File: config.mk
export PLATFORM = sky130hd
export DESIGN_NAME = mem_ref_address_and_store
export DESIGN_NICKNAME = d
export VERILOG_FILES = /design/src/include/mem_ref_pkg.sv /design/src/rtl/ea_adder.sv /design/src/rtl/op_decode.sv /design/src/rtl/mem_ref_address_and_store.sv
export SDC_FILE = /design/constraint.sdc
export NUM_CORES = 1
export LEC_CHECK = 0
export BUFFER_PORTS_ARGS = -buffer_cell sky130_fd_sc_hd__buf_2
export CORE_ASPECT_RATIO = 0.9
export CORE_UTILIZATION = 58
export CTS_CLUSTER_DIAMETER = 150
export DETAILED_ROUTE_END_ITERATION = 8
export GPL_TIMING_DRIVEN = 0
export PLACE_DENSITY_LB_ADDON = 0.05
export SETUP_SLACK_MARGIN = 0.3
export SYNTH_ARGS = -nofsm -noshare
export SYNTH_HDL_FRONTEND = slang
export SYNTH_SLANG_ARGS = --single-unit
File: constraint.sdc
create_clock -name clk -period 2.7 [get_ports clk]
set_input_delay 0.27 -clock clk [delete_from_list [all_inputs] [get_ports clk]]
set_output_delay 0.27 -clock clk [all_outputs]
set_load 0.005 [all_outputs]
File: src/include/mem_ref_pkg.sv
// Contract
// (RULE1) Pre-offset only: the address is the base register plus the sign-extended displacement.
// (RULE2) Pre-offset with indirect: the word at base plus displacement becomes the address.
// (RULE3) Post-index only: the address is the index register plus the displacement.
// (RULE4) Post-index with pre-offset: index plus base plus displacement, with no indirect fetch.
// (RULE5) Post-index with indirect: the word at program counter plus displacement, plus the index.
// (RULE6) All three flags: as RULE5, but the pointer sits at base plus displacement.
// (RULE7) The clear op writes a zero word and changes no register.
// (RULE8) The single-register ops write the accumulator, T or index register.
// (RULE9) Storing the index register in an indexed mode uses and stores that same value.
// (RULE10) The double-word op writes the accumulator at the target and D at target plus one.
// (RULE11) The float op writes three words from the target, exponent word first.
// (RULE12) Increment op reads, adds one, writes back, and skips the next instruction on zero.
// (RULE13) Opcode in bits 15-11, post-index 10, indirect 9, pre-offset 8, displacement 7-0.
// (RULE14) Base offset comes before the indirect fetch, index after; indirect costs one cycle.
// (RULE15) No flags set: the address is the program counter plus the displacement.
// (RULE16) All address sums and plus-one/plus-two offsets wrap modulo 65536.
package mem_ref_pkg;
	localparam logic [4:0] OP_CLEAR = 5'h00;
	localparam logic [4:0] OP_ACCUM = 5'h01;
	localparam logic [4:0] OP_TREG = 5'h02;
	localparam logic [4:0] OP_INDEX = 5'h03;
	localparam logic [4:0] OP_DOUBLE = 5'h04;
	localparam logic [4:0] OP_FLOAT = 5'h06;
	localparam logic [4:0] OP_INCR = 5'h08;
	localparam int OPC_HI = 15;
	localparam int OPC_LO = 11;
	localparam int POSTX_BIT = 10;
	localparam int INDIR_BIT = 9;
	localparam int PREB_BIT = 8;
	localparam logic [15:0] WORD_ZERO = 16'h0000;
	localparam logic [15:0] WORD_ONE = 16'h0001;
	localparam logic [15:0] WORD_TWO = 16'h0002;

	typedef struct packed {
		logic [4:0] opcode;
		logic postIndex;
		logic indirect;
		logic preOffset;
		logic [7:0] disp;
	} instr_t;

	typedef struct packed {
		logic [15:0] progCount;
		logic [15:0] baseReg;
		logic [15:0] indexReg;
		logic [15:0] accum;
		logic [15:0] tReg;
		logic [15:0] dReg;
	} regs_t;

	typedef struct packed {
		logic req;
		logic write;
		logic [15:0] addr;
		logic [15:0] wdata;
	} mem_req_t;
endpackage

File: src/rtl/ea_adder.sv
`timescale 1ns/100ps
`default_nettype none
module ea_adder
(
	input wire logic [15:0] baseVal,
	input wire logic [7:0] disp,
	input wire logic [15:0] addVal,
	input wire logic addEn,
	output logic [15:0] sum
);
	// RULE16 wrap mod 65536
	always_comb
	begin
		sum = baseVal + {{8{disp[7]}}, disp} + (addEn ? addVal : mem_ref_pkg::WORD_ZERO);
	end
endmodule // ea_adder
`default_nettype wire

File: src/rtl/op_decode.sv
`timescale 1ns/100ps
`default_nettype none
module op_decode
(
	input wire logic [15:0] instrWord,
	output mem_ref_pkg::instr_t fields,
	output logic known
);
	// RULE13 field split
	always_comb
	begin
		fields = mem_ref_pkg::instr_t'(instrWord);
		case (instrWord[mem_ref_pkg::OPC_HI:mem_ref_pkg::OPC_LO])
			mem_ref_pkg::OP_CLEAR, mem_ref_pkg::OP_ACCUM, mem_ref_pkg::OP_TREG,
			mem_ref_pkg::OP_INDEX, mem_ref_pkg::OP_DOUBLE, mem_ref_pkg::OP_FLOAT,
			mem_ref_pkg::OP_INCR: known = 1'b1;
			default: known = 1'b0;
		endcase
	end
endmodule // op_decode
`default_nettype wire

File: src/rtl/mem_ref_address_and_store.sv
`timescale 1ns/100ps
`default_nettype none
module mem_ref_address_and_store
(
	input wire logic clk,
	input wire logic rstn,
	input wire logic start,
	input wire logic [15:0] instrWord,
	input wire mem_ref_pkg::regs_t regs,
	input wire logic memAck,
	input wire logic [15:0] memRdata,
	output mem_ref_pkg::mem_req_t memReq,
	output logic done,
	output logic skip,
	output logic [15:0] nextPc,
	output logic badOp,
	output logic busy
);
	typedef enum {IDLE, PTR_RD, OPND_RD, WR0, WR1, WR2, FINISH} state_t;

	state_t state_reg, state_next;
	mem_ref_pkg::instr_t ins_reg, ins_next;
	mem_ref_pkg::regs_t regs_reg, regs_next;
	mem_ref_pkg::mem_req_t memReq_reg, memReq_next;
	logic [15:0] target_word_reg, target_word_next;
	logic [15:0] incr_reg, incr_next;
	logic done_reg, done_next;
	logic skip_reg, skip_next;
	logic [15:0] nextPc_reg, nextPc_next;
	logic badOp_reg, badOp_next;
	logic busy_reg, busy_next;

	mem_ref_pkg::instr_t decFields;
	logic decKnown;
	logic [15:0] ptrBase;
	logic [15:0] directAddr;
	logic [15:0] ptrAddr;
	logic [15:0] sumD;
	logic [15:0] sumP;

	op_decode u_dec
	(
		.instrWord(instrWord),
		.fields(decFields),
		.known(decKnown)
	);

	// B replaces P as the base whenever the pre-offset flag is set
	function automatic logic [15:0] relBase(input mem_ref_pkg::instr_t f,
		input mem_ref_pkg::regs_t r);
		relBase = f.preOffset ? r.baseReg : r.progCount;
	endfunction

	// RULE15 P, B or zero base
	always_comb
	begin
		ptrBase = relBase(decFields, regs);
		if (decFields.postIndex && !decFields.preOffset)
			ptrBase = mem_ref_pkg::WORD_ZERO;
	end

	// RULE1 RULE3 RULE4 direct sum
	ea_adder u_direct
	(
		.baseVal(ptrBase),
		.disp(decFields.disp),
		.addVal(regs.indexReg),
		.addEn(decFields.postIndex),
		.sum(sumD)
	);

	// The pointer location never includes X; post-index is added after the fetch
	// RULE14 pre-offset before fetch
	ea_adder u_ptr
	(
		.baseVal(relBase(decFields, regs)),
		.disp(decFields.disp),
		.addVal(mem_ref_pkg::WORD_ZERO),
		.addEn(1'b0),
		.sum(sumP)
	);

	always_comb
	begin
		directAddr = sumD;
		ptrAddr = sumP;
	end

	function automatic logic [15:0] opData(input logic [4:0] op, input mem_ref_pkg::regs_t r);
		case (op)
			mem_ref_pkg::OP_ACCUM: opData = r.accum;
			mem_ref_pkg::OP_TREG: opData = r.tReg;
			mem_ref_pkg::OP_INDEX: opData = r.indexReg;
			mem_ref_pkg::OP_DOUBLE: opData = r.accum;
			mem_ref_pkg::OP_FLOAT: opData = r.tReg;
			default: opData = mem_ref_pkg::WORD_ZERO;
		endcase
	endfunction

	// Op classes that change the state sequence
	function automatic logic isIncr(input logic [4:0] op);
		isIncr = (op == mem_ref_pkg::OP_INCR);
	endfunction

	function automatic logic multiWord(input logic [4:0] op);
		multiWord = (op == mem_ref_pkg::OP_DOUBLE) || (op == mem_ref_pkg::OP_FLOAT);
	endfunction

	// Word n of a store: float puts the exponent (T) first, then A, then D
	function automatic logic [15:0] wordData(input logic [1:0] idx, input logic [4:0] op,
		input mem_ref_pkg::regs_t r);
		case (idx)
			2'h0: wordData = opData(op, r);
			2'h1: wordData = (op == mem_ref_pkg::OP_DOUBLE) ? r.dReg : r.accum;
			default: wordData = r.dReg;
		endcase
	endfunction

	always_comb
	begin
		state_next = state_reg;
		ins_next = ins_reg;
		regs_next = regs_reg;
		memReq_next = memReq_reg;
		target_word_next = target_word_reg;
		incr_next = incr_reg;
		done_next = 1'b0;
		skip_next = skip_reg;
		nextPc_next = nextPc_reg;
		badOp_next = badOp_reg;
		case (state_reg)
			IDLE:
			begin
				if (start)
				begin
					// Registers are copied here so the caller may change them at once
					ins_next = decFields;
					regs_next = regs;
					skip_next = 1'b0;
					badOp_next = !decKnown;
					nextPc_next = regs.progCount + mem_ref_pkg::WORD_ONE;
					memReq_next.req = 1'b0;
					if (!decKnown)
					begin
						state_next = FINISH;
					end
					else if (decFields.indirect)
					begin
						// RULE2 RULE5 RULE6 pointer fetch
						memReq_next.req = 1'b1;
						memReq_next.write = 1'b0;
						memReq_next.addr = ptrAddr;
						state_next = PTR_RD;
					end
					else
					begin
						target_word_next = directAddr;
						state_next = OPND_RD;
					end
				end
			end
			PTR_RD:
			begin
				if (memAck)
				begin
					memReq_next.req = 1'b0;
					// RULE14 index after fetch
					target_word_next = memRdata
						+ (ins_reg.postIndex ? regs_reg.indexReg : mem_ref_pkg::WORD_ZERO);
					state_next = OPND_RD;
				end
			end
			OPND_RD:
			begin
				if (isIncr(ins_reg.opcode))
				begin
					// RULE12 read then write
					if (!memReq_reg.req)
					begin
						memReq_next.req = 1'b1;
						memReq_next.write = 1'b0;
						memReq_next.addr = target_word_reg;
					end
					else if (memAck)
					begin
						memReq_next.req = 1'b0;
						incr_next = memRdata + mem_ref_pkg::WORD_ONE;
						state_next = WR0;
					end
				end
				else
				begin
					state_next = WR0;
				end
			end
			WR0:
			begin
				if (!memReq_reg.req)
				begin
					// RULE7 RULE8 RULE9 RULE10 first word
					memReq_next.req = 1'b1;
					memReq_next.write = 1'b1;
					memReq_next.addr = target_word_reg;
					memReq_next.wdata = isIncr(ins_reg.opcode)
						? incr_reg : wordData(2'h0, ins_reg.opcode, regs_reg);
				end
				else if (memAck)
				begin
					memReq_next.req = 1'b0;
					if (multiWord(ins_reg.opcode))
						state_next = WR1;
					else
						state_next = FINISH;
					// The write-back has already landed when the skip is taken
					// RULE12 skip on zero
					if (isIncr(ins_reg.opcode) && incr_reg == mem_ref_pkg::WORD_ZERO)
					begin
						skip_next = 1'b1;
						nextPc_next = regs_reg.progCount + mem_ref_pkg::WORD_TWO;
					end
				end
			end
			WR1:
			begin
				if (!memReq_reg.req)
				begin
					// RULE10 RULE11 second word
					memReq_next.req = 1'b1;
					memReq_next.write = 1'b1;
					memReq_next.addr = target_word_reg + mem_ref_pkg::WORD_ONE;
					memReq_next.wdata = wordData(2'h1, ins_reg.opcode, regs_reg);
				end
				else if (memAck)
				begin
					memReq_next.req = 1'b0;
					state_next = (ins_reg.opcode == mem_ref_pkg::OP_FLOAT) ? WR2 : FINISH;
				end
			end
			WR2:
			begin
				if (!memReq_reg.req)
				begin
					// RULE11 RULE16 third word wraps
					memReq_next.req = 1'b1;
					memReq_next.write = 1'b1;
					memReq_next.addr = target_word_reg + mem_ref_pkg::WORD_TWO;
					memReq_next.wdata = wordData(2'h2, ins_reg.opcode, regs_reg);
				end
				else if (memAck)
				begin
					memReq_next.req = 1'b0;
					state_next = FINISH;
				end
			end
			FINISH:
			begin
				// Unknown opcodes come straight here, so they never start a memory cycle
				done_next = 1'b1;
				state_next = IDLE;
			end
			default: state_next = IDLE;
		endcase
		// Busy follows the next state, so it is high from the edge that takes start
		busy_next = (state_next != IDLE);
	end

	always_ff @(posedge clk or negedge rstn)
	begin
		if (!rstn)
		begin
			state_reg <= IDLE;
			ins_reg <= '0;
			regs_reg <= '0;
			memReq_reg <= '0;
			target_word_reg <= mem_ref_pkg::WORD_ZERO;
			incr_reg <= mem_ref_pkg::WORD_ZERO;
			done_reg <= 1'b0;
			skip_reg <= 1'b0;
			nextPc_reg <= mem_ref_pkg::WORD_ZERO;
			badOp_reg <= 1'b0;
			busy_reg <= 1'b0;
		end
		else
		begin
			state_reg <= state_next;
			ins_reg <= ins_next;
			regs_reg <= regs_next;
			memReq_reg <= memReq_next;
			target_word_reg <= target_word_next;
			incr_reg <= incr_next;
			done_reg <= done_next;
			skip_reg <= skip_next;
			nextPc_reg <= nextPc_next;
			badOp_reg <= badOp_next;
			busy_reg <= busy_next;
		end
	end

	assign memReq = memReq_reg;
	assign done = done_reg;
	assign skip = skip_reg;
	assign nextPc = nextPc_reg;
	assign badOp = badOp_reg;
	assign busy = busy_reg;
endmodule // mem_ref_address_and_store
`default_nettype wire

# Yosys cells after proc, flatten, opt, wreduce, memory -nomap -nowiden
# Cells that the tools add are included.
classes:
  addsub: 9
  reduce_logical: 25
  n_mux: 54
  eq_ne: 31
op_table:
  columns: ["cell", "count"]
  rows:
  - ["$mux 32", 11]
  - ["$mux 16", 14]
  - ["$pmux 32 s6", 1]
  - ["$mux 33", 3]
  - ["$eq 32x3->1 const B", 3]
  - ["$pmux 16 s3", 2]
  - ["$pmux 17 s5", 1]
  - ["$mux 18", 4]
  - ["$add 16x16->16", 4]
  - ["$eq 32x2->1 const B", 2]
  - ["$pmux 16 s2", 2]
  - ["$add 16x1->16 const B", 3]
  - ["$add 16x2->16 const B", 2]
  - ["$eq 32x1->1 const B", 1]
  - ["$logic_not 32->1", 1]
  - ["$reduce_bool 32->1", 1]
  - ["$ne 2x2->1 const B", 13]
  - ["$eq 5x2->1 const B", 4]
  - ["$eq 5x3->1 const B", 4]
  - ["$mux 17", 1]
  - ["$logic_not 16->1", 1]
  - ["$reduce_and 4->1", 3]
  - ["$eq 5x1->1 const B", 2]
  - ["$eq 5x4->1 const B", 2]
  - ["19 further kinds", 34]
word_totals:
  output_inout_bits: 54
  word_cells: 138
  ff_bits: 204
  input_bits: 132

# Logic depth before layout (Yosys ltp)
depth:
  word_depth: 9
  mapped_depth: 16
  ltp_nobuf: 14

# Modules after synthesis
# From an unflattened synthesis, not the netlist that was laid out.
hier_totals:
  cells_unflattened: 1558
  area_unflattened_um2: 13580.5
by_module_without_submodules:
  columns: ["module", "seq_area_each_um2", "cells_per_inst", "n_inst", "area_per_inst_um2"]
  rows:
  - ["mem_ref_address_and_store", 5104.9, 1267, 1, 11111.9]
  - ["ea_adder", 0.0, 136, 2, 1162.4]
  - ["op_decode", 0.0, 19, 1, 143.9]

# Worst setup path after synthesis
# No wires, ideal clock.
synth_path:
  kind: "input port to flip-flop"
  startpoint: "input instrWord[8]"
  endpoint: "register target_word_reg[14]"
  cell_stages: 13
  arrival_ns: 3.414
  setup_ns: 0.139
  path_buffers: 2
  slack_ns: -0.853
  required_time_ns: 2.561
  cell_sequence: "clkbuf_1 clkbuf_1 mux2_2 nor2b_1 fa_1 ha_1 a21oi_1 nor2b_1 a31oi_1 a21oi_1 or3_1 a211oi_1 a221oi_1"
synth_via:
  elab_chain_len: 9
  word_cells_on_any_way: 10
  classes_between: "add/sub (2); mux (6); reduce/logical (2)"
synth_rtl:
  columns: ["element", "line_no", "source"]
  rows:
  - ["from (decl)", "mem_ref_address_and_store.sv:8", "input wire logic [15:0] instrWord,"]
  - ["$logic_not 1->1", "mem_ref_address_and_store.sv:58", "if (decFields.postIndex && !decFields.preOffset)"]
  - ["$logic_and 1x1->1", "mem_ref_address_and_store.sv:58", null]
  - ["$mux 16 *", "mem_ref_address_and_store.sv:58", null]
  - ["$add 16x16->16 * (2 in series)", "ea_adder.sv:14", "sum = baseVal + {{8{disp[7]}}, disp} + (addEn ? addVal : mem_ref_pkg::WORD_ZERO);"]
  - ["$mux 16 *", "mem_ref_address_and_store.sv:147", "else if (decFields.indirect)"]
  - ["$mux 16 *", "mem_ref_address_and_store.sv:143", "if (!decKnown)"]
  - ["$mux 16 *", "mem_ref_address_and_store.sv:134", "if (start)"]
  - ["$pmux 16 s2 *", "mem_ref_address_and_store.sv:131", "case (state_reg)"]
  - ["to (signal assigned)", "mem_ref_address_and_store.sv:275", "target_word_reg <= mem_ref_pkg::WORD_ZERO;"]
  - ["to (signal assigned)", "mem_ref_address_and_store.sv:289", "target_word_reg <= target_word_next;"]
  - ["to (decl)", "mem_ref_address_and_store.sv:25", "logic [15:0] target_word_reg, target_word_next;"]
# Every way passes the cells marked *; elsewhere a longest branch is shown, timed or not. The select of a mux whose other input is x is not followed.
# A chain may end at the register's enable or synchronous reset.

# Worst setup path after layout
layout_path:
  startpoint: "input instrWord[8]"
  endpoint: "register memReq_reg (netlist bit memReq[28])"
layout_via:
  elab_chain_len: 6
layout_rtl:
  columns: ["element", "line_no", "source"]
  rows:
  - ["$mux 16", "mem_ref_address_and_store.sv:51", "relBase = f.preOffset ? r.baseReg : r.progCount;"]
  - ["$add 16x16->16", "ea_adder.sv:14", null]
  - ["$mux 18", "mem_ref_address_and_store.sv:147", null]
  - ["$mux 18", "mem_ref_address_and_store.sv:143", null]
  - ["$mux 18", "mem_ref_address_and_store.sv:134", null]
  - ["$pmux 17 s5", "mem_ref_address_and_store.sv:131", null]
  - ["to (signal assigned)", "mem_ref_address_and_store.sv:288", "memReq_reg <= memReq_next;"]
  - ["to (decl)", "mem_ref_address_and_store.sv:24", "mem_ref_pkg::mem_req_t memReq_reg, memReq_next;"]
# No other way between the ends. The select of a mux whose other input is x is not followed.

==> summary.md <==
| Metric | Value |
|---|---|
| Slew headroom | `36.26%` |
| Worst-path clk slew | `60 ps` |
| Die area | `22640 um2` |
| Core Footprint | `21630 um2` |
| Fillcell total | `1147` |
| Hold path startpoint | `regs[51]` |
| Skew-Pair Late Insertion Delay | `530 ps` |
| Total track usage | `40.39%` |
| CP peak stage delay | `430 ps` |
| Die H | `142.9 um` |
| Share of cells above drive strength 1 | `34.84%` |
| Max reg flops | `80` |
| Final nets | `2087` |
| Placement Setup Slack | `-854.6 ps` |
| CTS tree | `done` |
| Syn_area_per_cell | `8.638 um2` |
| Clock skew | `13.09 ps` |
| Commonest non-fill, non-tap cells in the layout | `nand2_1, dfrtp_1, buf_2` |
| Path type of the worst setup path | `input port to flip-flop` |
| Row count | `51` |
| RSZ-0062 raised after global routing | `yes` |
| Clock sink count | `204` |
| Crit path required time | `3110 ps` |
| H-tree lvl count | `1` |
| Vias in the first global route | `12.42k` |
| Period Utilization, post-route | `105.2%` |
| ANT nets after route | `0` |
| Worst setup margin | `-141.0 ps` |
| Cell variety after synth | `80` |
| Reg2reg path depth | `11` |
| Tmin final | `2841 ps` |
| WHS Path Cells | `3` |
| Routed len/inst | `22.67 um` |
| Critical-path cell list | `buf_8 -> clkbuf_16 -> buf_4 -> mux2_4 -> ha_4 -> fa_2 -> a211oi_4 -> o21bai_2 -> a2111oi_4 -> nor3_2 -> o41ai_2 -> mux2i_1 -> a211o_1` |
| Crit path DAT | `3250 ps` |
| Largest delay contributor family on the critical path | `compound AO/OA/AOI/OAI gates` |
| P_leak | `8.759 nW` |
| Failing checks | `hold timing, setup timing` |
| Crit. End Element | `flip-flop` |
| DR vias | `13.76k` |
| Worst-case vdd ir drop | `473.1 uV` |
| Clock buffer depth | `3` |
| Gr busiest metal | `met2` |
| Final hold vios | `1` |
| Max-slew violations | `0` |
| Hold slack final | `-3.103 ps` |
| PwrDens | `445.9 nW/um2` |
| CTS Buf Count | `23` |
| Hold Path Class | `input port to flip-flop` |
| Status | `finished with violations` |
| Synth warnings | `0` |
| Met1 GRT Util | `55.85%` |
| RePlAce Congestion | `0.9578` |
| DR vias/cell | `6.267` |
| Total Wirelength | `49.78 mm` |
| Starting Density | `59.10%` |
| Register area share after synthesis | `39.93%` |
| Ys flop type | `dfrtp_1` |
| Synth Register Bits | `204` |
| DP Wirelength | `32.21 mm` |
| Crit-path max FO | `5` |
| First drt pass iteration count | `9` |
| Max Cap Viol | `0` |
| Startpoint types | `input port` |
| Reg-to-Reg End | `target_word_reg[13]` |
| # setup viols final | `10` |
| Post-synthesis async set-or-reset flop share | `100.0%` |
| Antenna violations before repair | `2` |
| GR Util met3 | `7.982%` |
| PortBufs | `185` |
| Synth Instances | `1480` |
| Total global routing overflow | `0` |
| Buf/Inv on CP | `3` |
| Reg2reg start | `ins_reg[10]` |
| CTS Root Cell | `clkbuf_16` |
| First-pass GRT wire length | `68.37 mm` |
| Slowest cell on the critical path | `a2111oi_4` |
| Met2 Resource Use GR | `61.15%` |
| Power consumption | `8.231 mW` |
| DRC | `0` |
| Mapped Area | `12780 um2` |
| Initial drt markers | `1645` |
| R2R setup slack | `-40 ps` |
| Worst Tran Pin Value | `950.3 ps` |
| Io pins | `186` |
| Achievable Freq | `352.0 MHz` |
| Hold EP | `regs_reg[51]` |
| Number of synthesized flops with an enable pin | `0` |
| Die extent in x | `158.5 um` |
| Largest net degree at the start of global routing | `118` |
| Synthesis-to-layout area growth | `44.38%` |
| Commonest non-fill, non-tap cell in the layout | `nand2_1` |
power by group:
group	switching, mW	leakage, nW	internal (mW)
sequential	0.0437	2.74	3.10
clock	1.34	0.379	1.90
combinational	0.987	5.64	0.864
total	2.37	8.76	5.87
cell usage after synthesis, drive strengths merged (31+ instances only):
master | count | share of area (%)
o21ai | 77 | 3.0
nand3 | 56 | 2.2
xor2 | 34 | 2.3
a22oi | 37 | 2.2
dfrtp | 204 | 40
nand2 | 343 | 10
and2 | 37 | 1.8
ha | 49 | 4.8
xnor2 | 40 | 2.7
nor2 | 116 | 3.4
clkbuf | 53 | 1.6
a21oi | 91 | 3.6
nor3 | 31 | 1.3
mux2 | 35 | 3.1
worst register-to-register path, cell delays in order (launching register included):
cell	delay (ps)
dfrtp_2	440
clkbuf_2	180
nand2_2	120
inv_1	50
ha_1	260
a21o_1	230
a2111oi_4	440
o31ai_2	130
a211oi_2	270
xnor2_1	200
nor3_1	80
a221oi_1	240
area by class of cell:
| type | count | area, um2 | area share (%) |
|---|---|---|---|
| Sequential cell | 204 | 5106 | 27.66 |
| Clock buffer | 27 | 610.6 | 3.308 |
| Inverter | 24 | 90.09 | 0.4880 |
| Tap cell | 291 | 364.1 | 1.972 |
| Antenna cell | 2 | 5.005 | 0.02711 |
| Clock inverter | 13 | 146.4 | 0.7931 |
| Buffer | 65 | 541.8 | 2.935 |
| Timing Repair Buffer | 354 | 2759 | 14.95 |
| Multi-Input combinational cell | 1216 | 8836 | 47.87 |
cells by family (layout without fill, tap and decap cells):
logic type      count (synthesis)  after routing  share of synthesized area, %
fa+ha+maj                      67             67                         7.614
buf+inv                        89            483                         2.858
xor+xnor                       74             74                         5.070
simple gates                  694            695                         25.47
compound gates                310            310                         15.44
flops                         204            204                         39.93
other cells                     1             31                       0.02933
mux                            41             41                         3.582
timing repair:
item                                    4_1_cts  5_1_grt
resized for setup                           235      243
hold buffers                                 60        0
endpoints found under the setup margin      168      162
gates cloned                                  6        6
buffers inserted                             50       47
pin swaps                                    77       88
hold endpoints to repair                    146        0
routing by layer:
layer  wire length, um  vias to the layer above
met2             22190                      975
met4              2832                        0
li1                  -                     5961
met3              5662                      232
met1             19100                     6594
met5                 0                        -
metrics by stage:
step | cell area, um2 | util (%) | TNS, ps | hold WS (ps) | cells
final | 18460 | 85.33 | -759.8 | -3.103 | 2196
after detailed placement | 14360 | 66.38 | -18430 | 327.2 | 1985
after global placement | 14320 | 66.20 | -428090 | 450.1 | 1984
after floorplan | 13030 | - | -2513 | -25.59 | 1508
after CTS | 17120 | 79.16 | -151.1 | 3.537 | 2141
after global routing | 18460 | 85.33 | -1471 | 9.924 | 2196
worst max-delay path by stage:
stage,startpoint,depth (start not counted),end
after floorplan,instrWord[8],12,target_word_reg[15]
after global routing,instrWord[8],15,target_word_reg[13]
after detailed placement,instrWord[8],12,memReq[28]
final,instrWord[8],13,memReq[28]
after global placement,rstn,1,incr_reg[7]
after CTS,instrWord[8],14,target_word_reg[13]
Note: power is estimated with default switching activity, not from simulation.
